==> src/rtl/nibble_alu_pkg.sv <==
package nibble_alu_pkg;
	localparam int NIB_W = 4;
	localparam int ADDR_W = 11;
	localparam logic [ADDR_W-1:0] IP_RESET = 11'h000;
	localparam logic [NIB_W-1:0] NIB_ZERO = 4'h0;
	localparam logic [NIB_W-1:0] NIB_ONE = 4'h1;
	localparam int CARRY_POS = 4;
	localparam logic [ADDR_W-1:0] IP_STEP = 11'h001;
	localparam logic [ADDR_W-1:0] IP_SKIP_STEP = 11'h002;

	typedef enum logic [3:0] {
		OP_NOP = 4'h0,
		OP_ADC_REG = 4'h1,
		OP_ADC_STORE = 4'h2,
		OP_ADC_IMM_STORE = 4'h3,
		OP_SUB_REG = 4'h4,
		OP_SUB_STORE = 4'h5,
		OP_SUB_IMM_STORE = 4'h6,
		OP_DEC_SKIP_ZERO = 4'h7,
		OP_DEC_SKIP_NONZERO = 4'h8,
		OP_BRANCH_BIT = 4'h9,
		OP_BRANCH_ZERO = 4'ha,
		OP_BRANCH_NONZERO = 4'hb,
		OP_BRANCH_CARRY = 4'hc,
		OP_BRANCH_NO_CARRY = 4'hd
	} alu_op_t;

	typedef enum logic [0:0] {
		ST_RUN = 1'b0,
		ST_SKIP = 1'b1
	} seq_state_t;

	typedef struct packed {
		logic valid;
		alu_op_t op;
		logic [NIB_W-1:0] ram_data;
		logic [NIB_W-1:0] imm;
		logic [1:0] bit_sel;
		logic [ADDR_W-1:0] target;
	} instr_t;

	typedef struct packed {
		logic we;
		logic [NIB_W-1:0] data;
	} ram_wr_t;
endpackage

==> src/rtl/nibble_alu_and_branch_unit.sv <==
`timescale 1ns/1ps
`default_nettype none
module nibble_alu_and_branch_unit
	import nibble_alu_pkg::*;
(
	input wire logic mclk,
	input wire logic resetn,
	input wire nibble_alu_pkg::instr_t instr,
	output nibble_alu_pkg::ram_wr_t ram_wr,
	output logic [nibble_alu_pkg::NIB_W-1:0] main_operand_reg,
	output logic [nibble_alu_pkg::NIB_W-1:0] scratch_reg,
	output logic carry_bit,
	output logic zero_result_bit,
	output logic [nibble_alu_pkg::ADDR_W-1:0] instruction_pointer,
	output logic skip_active
);
	import nibble_alu_pkg::*;

	logic [NIB_W-1:0] mreg_r, mreg_nxt;
	logic [NIB_W-1:0] scr_r, scr_nxt;
	logic carry_r, carry_nxt;
	logic zero_r, zero_nxt;
	logic [ADDR_W-1:0] ip_r, ip_nxt;
	ram_wr_t ram_r, ram_nxt;
	seq_state_t st_r, st_nxt;
	logic [NIB_W:0] sum;
	logic [NIB_W-1:0] res;
	logic upd;
	logic take;
	logic imm_form;
	logic run_valid;
	logic skip_valid;
	logic bit_hit;

	// Datapath and sequencing
	always_comb begin
		mreg_nxt = mreg_r;
		scr_nxt = scr_r;
		carry_nxt = carry_r;
		zero_nxt = zero_r;
		ip_nxt = ip_r;
		st_nxt = st_r;
		ram_nxt = '{we: 1'b0, data: ram_r.data};
		sum = '0;
		res = '0;
		upd = 1'b0;
		take = 1'b0;
		imm_form = 1'b0;
		if (instr.valid) begin
			ip_nxt = ip_r + IP_STEP;
			if (st_r == ST_SKIP) begin
				st_nxt = ST_RUN;
			end else begin
				case (instr.op)
					OP_ADC_REG, OP_ADC_STORE: begin
						sum = {1'b0, instr.ram_data} + {1'b0, mreg_r} +
							{{NIB_W{1'b0}}, carry_r};
						upd = 1'b1;
						ram_nxt.we = (instr.op == OP_ADC_STORE);
					end
					OP_ADC_IMM_STORE: begin
						sum = {1'b0, scr_r} + {1'b0, instr.imm} +
							{{NIB_W{1'b0}}, carry_r};
						upd = 1'b1;
						imm_form = 1'b1;
					end
					OP_SUB_REG, OP_SUB_STORE: begin
						sum = {1'b0, instr.ram_data} - {1'b0, mreg_r} -
							{{NIB_W{1'b0}}, carry_r};
						upd = 1'b1;
						ram_nxt.we = (instr.op == OP_SUB_STORE);
					end
					OP_SUB_IMM_STORE: begin
						sum = {1'b0, scr_r} - {1'b0, instr.imm} -
							{{NIB_W{1'b0}}, carry_r};
						upd = 1'b1;
						imm_form = 1'b1;
					end
					OP_DEC_SKIP_ZERO, OP_DEC_SKIP_NONZERO: begin
						sum = {1'b0, instr.ram_data} - {1'b0, NIB_ONE};
						upd = 1'b1;
						ram_nxt.we = 1'b1;
						if ((sum[NIB_W-1:0] == NIB_ZERO) ==
							(instr.op == OP_DEC_SKIP_ZERO)) begin
							st_nxt = ST_SKIP;
						end
					end
					OP_BRANCH_BIT: take = mreg_r[instr.bit_sel];
					OP_BRANCH_ZERO: take = (mreg_r == NIB_ZERO);
					OP_BRANCH_NONZERO: take = (mreg_r != NIB_ZERO);
					OP_BRANCH_CARRY: take = carry_r;
					OP_BRANCH_NO_CARRY: take = !carry_r;
					default: take = 1'b0;
				endcase
				res = sum[NIB_W-1:0];
				if (upd) begin
					mreg_nxt = res;
					carry_nxt = sum[CARRY_POS];
					zero_nxt = (res == NIB_ZERO);
					ram_nxt.data = res;
				end
				if (imm_form) begin
					scr_nxt = res;
				end
				if (take) begin
					ip_nxt = instr.target;
				end
			end
		end
	end

	always_ff @(posedge mclk or negedge resetn) begin
		if (!resetn) begin
			mreg_r <= NIB_ZERO;
			scr_r <= NIB_ZERO;
			carry_r <= 1'b0;
			zero_r <= 1'b0;
			ip_r <= IP_RESET;
			ram_r <= '0;
			st_r <= ST_RUN;
		end else begin
			mreg_r <= mreg_nxt;
			scr_r <= scr_nxt;
			carry_r <= carry_nxt;
			zero_r <= zero_nxt;
			ip_r <= ip_nxt;
			ram_r <= ram_nxt;
			st_r <= st_nxt;
		end
	end

	assign ram_wr = ram_r;
	assign main_operand_reg = mreg_r;
	assign scratch_reg = scr_r;
	assign carry_bit = carry_r;
	assign zero_result_bit = zero_r;
	assign instruction_pointer = ip_r;
	assign skip_active = (st_r == ST_SKIP);
	assign run_valid = instr.valid && (st_r == ST_RUN);
	assign skip_valid = instr.valid && (st_r == ST_SKIP);
	assign bit_hit = mreg_r[instr.bit_sel];

	// Checks
	a_skip_freezes_reg: assert property (
		@(posedge mclk) disable iff (!resetn)
		skip_valid |=> $stable(mreg_r) && $stable(carry_r) &&
		$stable(zero_r) && $stable(scr_r))
		else $error("skipped instruction changed state");
	a_skip_no_write: assert property (
		@(posedge mclk) disable iff (!resetn)
		skip_valid |=>
		!ram_r.we)
		else $error("skipped instruction wrote ram");
	a_skip_ip_step: assert property (
		@(posedge mclk) disable iff (!resetn)
		skip_valid |=>
		(ip_r == $past(ip_r) + IP_STEP) && st_r == ST_RUN)
		else $error("skip did not step past instruction");
	a_adc_reg_sum: assert property (
		@(posedge mclk) disable iff (!resetn)
		run_valid && instr.op == OP_ADC_REG |=>
		{carry_r, mreg_r} == {1'b0, $past(instr.ram_data)} +
		{1'b0, $past(mreg_r)} + {{NIB_W{1'b0}}, $past(carry_r)})
		else $error("add with carry result wrong");
	a_adc_no_ram: assert property (
		@(posedge mclk) disable iff (!resetn)
		run_valid && instr.op == OP_ADC_REG |=>
		!ram_r.we)
		else $error("register add wrote ram");
	a_adc_store_sum: assert property (
		@(posedge mclk) disable iff (!resetn)
		run_valid && instr.op == OP_ADC_STORE |=>
		{carry_r, mreg_r} == {1'b0, $past(instr.ram_data)} +
		{1'b0, $past(mreg_r)} + {{NIB_W{1'b0}}, $past(carry_r)})
		else $error("add with carry store result wrong");
	a_store_writes: assert property (
		@(posedge mclk) disable iff (!resetn)
		run_valid && instr.op == OP_ADC_STORE |=>
		ram_r.we && ram_r.data == mreg_r)
		else $error("add store did not write ram");
	a_sub_diff: assert property (
		@(posedge mclk) disable iff (!resetn)
		run_valid && instr.op == OP_SUB_REG |=>
		{carry_r, mreg_r} == {1'b0, $past(instr.ram_data)} -
		{1'b0, $past(mreg_r)} - {{NIB_W{1'b0}}, $past(carry_r)})
		else $error("subtract with borrow result wrong");
	a_sub_no_ram: assert property (
		@(posedge mclk) disable iff (!resetn)
		run_valid && instr.op == OP_SUB_REG |=>
		!ram_r.we)
		else $error("register subtract wrote ram");
	a_sub_store_diff: assert property (
		@(posedge mclk) disable iff (!resetn)
		run_valid && instr.op == OP_SUB_STORE |=>
		{carry_r, mreg_r} == {1'b0, $past(instr.ram_data)} -
		{1'b0, $past(mreg_r)} - {{NIB_W{1'b0}}, $past(carry_r)})
		else $error("subtract store result wrong");
	a_sub_store_ram: assert property (
		@(posedge mclk) disable iff (!resetn)
		run_valid && instr.op == OP_SUB_STORE |=>
		ram_r.we && ram_r.data == mreg_r)
		else $error("subtract store did not write ram");
	a_imm_add_sum: assert property (
		@(posedge mclk) disable iff (!resetn)
		run_valid && instr.op == OP_ADC_IMM_STORE |=>
		{carry_r, mreg_r} == {1'b0, $past(scr_r)} +
		{1'b0, $past(instr.imm)} + {{NIB_W{1'b0}}, $past(carry_r)})
		else $error("immediate add result wrong");
	a_imm_sub_diff: assert property (
		@(posedge mclk) disable iff (!resetn)
		run_valid && instr.op == OP_SUB_IMM_STORE |=>
		{carry_r, mreg_r} == {1'b0, $past(scr_r)} -
		{1'b0, $past(instr.imm)} - {{NIB_W{1'b0}}, $past(carry_r)})
		else $error("immediate subtract result wrong");
	a_imm_scratch: assert property (
		@(posedge mclk) disable iff (!resetn)
		run_valid && instr.op inside {OP_ADC_IMM_STORE, OP_SUB_IMM_STORE} |=>
		scr_r == mreg_r && !ram_r.we)
		else $error("immediate form missed scratch");
	a_zero_flag: assert property (
		@(posedge mclk) disable iff (!resetn)
		run_valid && instr.op inside {OP_ADC_REG, OP_ADC_STORE,
		OP_ADC_IMM_STORE, OP_SUB_REG, OP_SUB_STORE, OP_SUB_IMM_STORE,
		OP_DEC_SKIP_ZERO, OP_DEC_SKIP_NONZERO} |=>
		zero_r == (mreg_r == NIB_ZERO))
		else $error("zero flag wrong");
	a_dec_result: assert property (
		@(posedge mclk) disable iff (!resetn)
		run_valid && instr.op inside {OP_DEC_SKIP_ZERO,
		OP_DEC_SKIP_NONZERO} |=> {carry_r, mreg_r} ==
		{1'b0, $past(instr.ram_data)} - {1'b0, NIB_ONE})
		else $error("decrement result wrong");
	a_dec_write: assert property (
		@(posedge mclk) disable iff (!resetn)
		run_valid && instr.op inside {OP_DEC_SKIP_ZERO, OP_DEC_SKIP_NONZERO}
		|=> ram_r.we && ram_r.data == mreg_r)
		else $error("decrement did not write ram");
	a_deczero_skip: assert property (
		@(posedge mclk) disable iff (!resetn)
		run_valid && instr.op == OP_DEC_SKIP_ZERO &&
		instr.ram_data == NIB_ONE |=> st_r == ST_SKIP)
		else $error("decrement skip zero missed");
	a_deczero_run: assert property (
		@(posedge mclk) disable iff (!resetn)
		run_valid && instr.op == OP_DEC_SKIP_ZERO &&
		instr.ram_data != NIB_ONE |=> st_r == ST_RUN)
		else $error("decrement skip zero wrongly skipped");
	a_decnz_stay: assert property (
		@(posedge mclk) disable iff (!resetn)
		run_valid && instr.op == OP_DEC_SKIP_NONZERO &&
		instr.ram_data == NIB_ONE |=> st_r == ST_RUN)
		else $error("decrement skip nonzero wrongly skipped");
	a_decnz_skip: assert property (
		@(posedge mclk) disable iff (!resetn)
		run_valid && instr.op == OP_DEC_SKIP_NONZERO &&
		instr.ram_data != NIB_ONE |=> st_r == ST_SKIP)
		else $error("decrement skip nonzero missed");
	a_branch_bit: assert property (
		@(posedge mclk) disable iff (!resetn)
		run_valid && instr.op == OP_BRANCH_BIT |=> ip_r ==
		($past(bit_hit) ? $past(instr.target) : $past(ip_r) + IP_STEP))
		else $error("bit branch wrong");
	a_branch_zero: assert property (
		@(posedge mclk) disable iff (!resetn)
		run_valid && instr.op == OP_BRANCH_ZERO && mreg_r == NIB_ZERO
		|=> ip_r == $past(instr.target))
		else $error("zero branch not taken");
	a_zero_falls: assert property (
		@(posedge mclk) disable iff (!resetn)
		run_valid && instr.op == OP_BRANCH_ZERO && mreg_r != NIB_ZERO
		|=> ip_r == $past(ip_r) + IP_STEP)
		else $error("zero branch wrongly taken");
	a_branch_nonzero: assert property (
		@(posedge mclk) disable iff (!resetn)
		run_valid && instr.op == OP_BRANCH_NONZERO && mreg_r != NIB_ZERO
		|=> ip_r == $past(instr.target))
		else $error("nonzero branch not taken");
	a_nonzero_falls: assert property (
		@(posedge mclk) disable iff (!resetn)
		run_valid && instr.op == OP_BRANCH_NONZERO && mreg_r == NIB_ZERO
		|=> ip_r == $past(ip_r) + IP_STEP)
		else $error("nonzero branch wrongly taken");
	a_branch_carry: assert property (
		@(posedge mclk) disable iff (!resetn)
		run_valid && instr.op == OP_BRANCH_CARRY |=> ip_r ==
		($past(carry_r) ? $past(instr.target) : $past(ip_r) + IP_STEP))
		else $error("carry branch wrong");
	a_branch_nocarry: assert property (
		@(posedge mclk) disable iff (!resetn)
		run_valid && instr.op == OP_BRANCH_NO_CARRY |=> ip_r ==
		(!$past(carry_r) ? $past(instr.target) : $past(ip_r) + IP_STEP))
		else $error("no carry branch wrong");
	a_branch_keeps: assert property (
		@(posedge mclk) disable iff (!resetn)
		run_valid && instr.op inside {OP_BRANCH_BIT, OP_BRANCH_ZERO,
		OP_BRANCH_NONZERO, OP_BRANCH_CARRY, OP_BRANCH_NO_CARRY} |=>
		$stable(mreg_r) && $stable(carry_r) && !ram_r.we)
		else $error("branch changed data state");
endmodule
`default_nettype wire

==> config.mk <==
export PLATFORM = sky130hd
export DESIGN_NAME = nibble_alu_and_branch_unit
export DESIGN_NICKNAME = d
export VERILOG_FILES = /design/src/rtl/nibble_alu_pkg.sv /design/src/rtl/nibble_alu_and_branch_unit.sv
export SDC_FILE = /design/constraint.sdc
export NUM_CORES = 1
export LEC_CHECK = 0
export BUFFER_PORTS_ARGS = -buffer_cell sky130_fd_sc_hd__buf_2
export CORE_ASPECT_RATIO = 0.75
export CORE_UTILIZATION = 50
export DETAILED_ROUTE_END_ITERATION = 8
export GPL_TIMING_DRIVEN = 0
export PLACE_DENSITY = 0.75
export SYNTH_ARGS = -nofsm -noshare
export SYNTH_HDL_FRONTEND = slang
export SYNTH_SLANG_ARGS = --single-unit
export TNS_END_PERCENT = 5
==> constraint.sdc <==
create_clock -name mclk -period 4.3 [get_ports mclk]
set_input_delay 0.86 -clock mclk [delete_from_list [all_inputs] [get_ports mclk]]
set_output_delay 0.86 -clock mclk [all_outputs]
set_load 0.05 [all_outputs]
======== Word-level counts from Yosys, hierarchy flattened ========
Cells that the tools add are included.
storage, ports and cells
  register bits after elaboration ......... 23
  input port bits ......................... 28
  output and inout bits ................... 27
  logic and storage cells ................. 68
cells by class
  add/sub/neg operators ................... 10
  order comparisons ....................... 1
  equal/unequal tests ..................... 14
  multiplexer cells ....................... 23
  bitwise operators ....................... 1
  reductions and logical operators ........ 12
operator list
  operator                 number
  $pmux W5 S5              1
  $eq A4 B4 Y1 const B     6
  $mux W11                 2
  $mux W5                  4
  $eq A4 B3 Y1 const B     4
  $logic_not A4 Y1         3
  $mux W1                  12
  $add A11 B1 Y11 const B  1
  $add A4 B4 Y5            2
  $add A5 B1 Y5            2
  $sub A4 B4 Y5            2
  $sub A5 B1 Y5            2
  $eq A4 B2 Y1 const B     2
  $reduce_or A2 Y1         4
  $reduce_or A8 Y1         1
  $reduce_and A3 Y1        2
  $pmux W1 S5              1
  $sub A4 B1 Y5 const B    1
  $eq A4 B1 Y1 const B     1
  $mux W4                  1
  $reduce_bool A4 Y1       1
  $lt A2 B3 Y1 const B     1
  $pmux W1 S3              1
  $bmux W1 S2              1
  other kinds (3)          3

======== Longest topological paths before layout ========
  word-level depth ........................ 8
  depth in mapped cells ................... 12
  mapped depth without buffers ............ 12

======== Worst setup path after synthesis ========
Ideal clock, no wire load.
  kind .................................... input -> register
  start ................................... in instr[17] in the netlist's numbering
  end ..................................... reg zero_r (netlist: zero_result_bit)
  arrival time ............................ 3.445 ns
  setup slack ............................. 0.763 ns
  cell stages on the path ................. 10
  path buffers ............................ 0
  cells stage by stage .................... inv_1 fa_1 inv_1 ha_1 or2_2 fa_1 a222oi_1 o221ai_1 or3_1 o31ai_2
on the way
  longest elaborated chain between the ends .. 6
  elaborated cells between the ends (all ways) .. 9
  classes of those cells .................. 5 x add/sub; 3 x mux; 1 x reduce/logical
ends and longest elaborated chain
  what                                                   line                                                                text
  start, declared                                        nibble_alu_and_branch_unit.sv:8                                     input wire nibble_alu_pkg::instr_t instr,
  $sub A4 B4 Y5 / $add A4 B4 Y5 (equally long branches)  nibble_alu_and_branch_unit.sv:68, nibble_alu_and_branch_unit.sv:56
  $sub A5 B1 Y5 / $add A5 B1 Y5 (equally long branches)  nibble_alu_and_branch_unit.sv:68, nibble_alu_and_branch_unit.sv:56
  $pmux W5 S5 (*)                                        nibble_alu_and_branch_unit.sv:54                                    case (instr.op)
  $mux W5 (*)                                            nibble_alu_and_branch_unit.sv:51                                    if (st_r == ST_SKIP) begin
  $mux W5 (*)                                            nibble_alu_and_branch_unit.sv:49                                    if (instr.valid) begin
  $logic_not A4 Y1 (*)                                   nibble_alu_and_branch_unit.sv:99                                    zero_nxt = (res == NIB_ZERO);
  end signal, assigned                                   nibble_alu_and_branch_unit.sv:125                                   zero_r <= zero_nxt;
  end, declared                                          nibble_alu_and_branch_unit.sv:22                                    logic zero_r, zero_nxt;
Every way passes the cells marked *; elsewhere a longest branch is shown, timed or not. The select of a mux whose other input is x is not followed.
A chain may end at the register's enable or synchronous reset.

======== Final worst setup path ========
  start ................................... in instr[17] in the netlist's numbering
  end ..................................... reg carry_r (netlist: carry_bit)
on the way
  longest elaborated chain between the ends .. 5
  elaborated cells between the ends (all ways) .. 8
  classes of those cells .................. 5 x add/sub; 3 x mux
ends and longest elaborated chain
  what                                                   line                                                                text
  $sub A4 B4 Y5 / $add A4 B4 Y5 (equally long branches)  nibble_alu_and_branch_unit.sv:68, nibble_alu_and_branch_unit.sv:56
  $sub A5 B1 Y5 / $add A5 B1 Y5 (equally long branches)  nibble_alu_and_branch_unit.sv:68, nibble_alu_and_branch_unit.sv:56
  $pmux W5 S5 (*)                                        nibble_alu_and_branch_unit.sv:54
  $mux W5 (*)                                            nibble_alu_and_branch_unit.sv:51
  $mux W5 (*)                                            nibble_alu_and_branch_unit.sv:49
  end signal, assigned                                   nibble_alu_and_branch_unit.sv:124                                   carry_r <= carry_nxt;
  end, declared                                          nibble_alu_and_branch_unit.sv:21                                    logic carry_r, carry_nxt;
Marks and branches as above.

==> out/metrics.cfg <==
[synth]
ys_warn_count = 0
yosys-top-cells-count = inv_1 (39), dfrtp_1 (23), ha_1 (21), a21oi_1 (17), o21ai_0 (16)
synthesis.area_sq_mm = 0.00230
syn_nets = 323
syn-instance-count = 266
synth_seq_cells = 23
synth_edf_count = 0
yosys.area.top_type = dfrtp_1
async_flop_share = 1.00
seq_area_frac_synth = 0.250
synth_top_cell_area_share = 0.250
ys.flop_type = dfrtp_1
synthTopCellsByArea = dfrtp_1 (25%), ha_1 (11%), fa_1 (7.0%)
synth_most_common_cell = inv_1
ys_types = 52
syn_avg_cell_area_sq_um = 8.65

[place]
port_buffers = 53
post_dp_cell_area_sq_mm = 0.00264
dp_hpwl_mm = 4.51
dp_cells = 374
pre_cts_ws_ps = 264
place_congestion = 0.920

[timing]
whs_ps = 523
fin_crit_ps = 3770
setup-tns-final_ps = 0
fmax_mhz = 265
slew-limit-headroom = 0.617
tightestPinTransition_ps = 573
fin_crit_sh = 0.877
finalHoldViolations = 0
setup_viol = 0
rsz0062_at_grt = no
clock_skew_ps = 3.24
worst_slack_ps = 528
finalMaxSlewViolations = 0

[cells_and_area]
antennaDiodeCount = 0
final_cells = 378
fin_area_sq_mm = 0.00268
fillers = 387
syn2layout_area_growth_pct = 16.5
final_net_count = 381
post-route-util = 0.634
layout-drive-gt1-share = 0.238
largest_reg_flops = 11

[clock_network]
insertion_delay_ps = 270
clk_pin_slew_ps = 90
post_cts_resized = 0
h-tree-depth = 1
ctsLongestPathBuffers = 2
cts_tree = done
cts.sinks = 23
ctsHoldBuffers = 0
numCtsBuffers = 3
cts-root-buf = clkbuf_8
cts_setup_buffers = 0

[floorplan]
dieArea_sq_mm = 0.00488
ioPinCount = 55
coreArea_sq_mm = 0.00423
initial_core_util = 0.544
fp.dieH_microns = 60.8
rows = 20
die_w_microns = 80.3

[global_routing]
grt_pass1_wl_mm = 9.06
grtUsageMet3 = 0.0571
grt-busiest-layer = met1
grt_overflow_total = 0
grt_antenna_before_repair = 0
use_met1 = 0.382
grtUsageMet2 = 0.360
grt_max_degree = 24
track_usage = 0.249
grt_pass1_vias = 1881

[routing]
viasPerCell = 5.55
wirelength_mm = 5.61
wl_per_cell_microns = 14.8
first_pass_iters = 4
drcViolationCount = 0
drt_iter0_drc = 137
drtAntennaViolNets = 0
vias = 2099

[min_path]
whs_path_depth = 2
hold_class = register to register

[power]
power_mw = 1.69
pwr_density_cell_mw_per_mm2 = 630
leakagePower_nw = 1.35
ir_worst_vdd_uv = 402

[critical_path]
critPathLaunchType = input pin
worst-r2r-cell-count = 12
critPathMaxFanout = 4
end_kind = register
crit_arrival_ps = 3910
critical_path_required_ps = 4440
path_class = input pin to register

[status]
outcome = complete, no violations

[job]
drv_cap = 0

[kinds of logic after synthesis]
| kind of cell | after synthesis | share of synthesized area |
|---|---|---|
| simple gates | 69 | 0.164 |
| compound gates | 68 | 0.193 |
| buf+inv | 52 | 0.105 |
| fa+ha+maj | 29 | 0.184 |
| flops | 23 | 0.250 |
| mux | 13 | 0.0582 |
| xor+xnor | 12 | 0.0457 |
[placed cells by master, fill, tap and decap left out, types with 2 or more instances in the layout]
cell type and n:
buf_2 54, inv_1 39, dfrtp_1 23, ha_1 21, a21oi_1 17, o21ai_0 16, nor2_1 15, nand2_1 15
mux2i_1 10, xnor2_1 8, fa_1 8, nor3_1 7, a22oi_1 7, buf_4 6, nand3_1 5, nand2b_1 4
and3_1 4, xor2_1 4, o21bai_1 4, o221ai_1 4, buf_6 3, clkbuf_1 3, a31oi_1 3, mux2_2 3
clkbuf_8 3, or2_2 2, nand4_1 2, o211ai_1 2, nor4b_1 2, o22ai_1 2, and2_1 2, a311oi_1 2
or3_1 2
[where the power goes]
part	internal [mW]	total (mW)	switching, mW
Clock	0.0649	0.140	0.0755
Sequential	0.297	0.413	0.116
Combinational	0.386	1.14	0.750
[layer usage]
layer  vias to the layer above  wire length (microns)
li1                       1050                      -
met1                       972                   2910
met2                        71                   2280
met3                         6                    374
met4                         0                     42
met5                         -                      0
[critical path: stages]
cell and delay [ps]:
buf_2 120, inv_1 110, fa_1 590, inv_1 50, ha_1 180, or2_2 300, fa_1 420, nand2b_1 160
a21oi_1 200, xnor2_1 190, o22ai_1 120, a2111oi_0 440, o21ai_0 150
[worst paths after layout]
check	endpoint	start	slack [ps]
worst max-delay path	carry_bit$_DFFE_PN0P_	instr[17]	530
worst min-delay path	zero_result_bit$_DFFE_PN0P_	zero_result_bit$_DFFE_PN0P_	520
worst max register to register	carry_bit$_DFFE_PN0P_	carry_bit$_DFFE_PN0P_	710
worst min register to register	zero_result_bit$_DFFE_PN0P_	zero_result_bit$_DFFE_PN0P_	520
max in group asynchronous	instruction_pointer[9]$_DFFE_PN0P_	resetn	3390
min in group asynchronous	instruction_pointer[3]$_DFFE_PN0P_	resetn	550
[area by class of cell]
cell class	count	area [sq um]	share of cell area
buffer	13	95.1	0.0355
clock buffer	3	41.3	0.0154
clock inverter	1	5.00	0.00187
inverter	39	146	0.0546
multi-input combinational	191	1480	0.553
sequential	23	576	0.215
tap	55	68.8	0.0257
timing repair buffer	53	265	0.0989
Power figures use the tool's default switching activity.
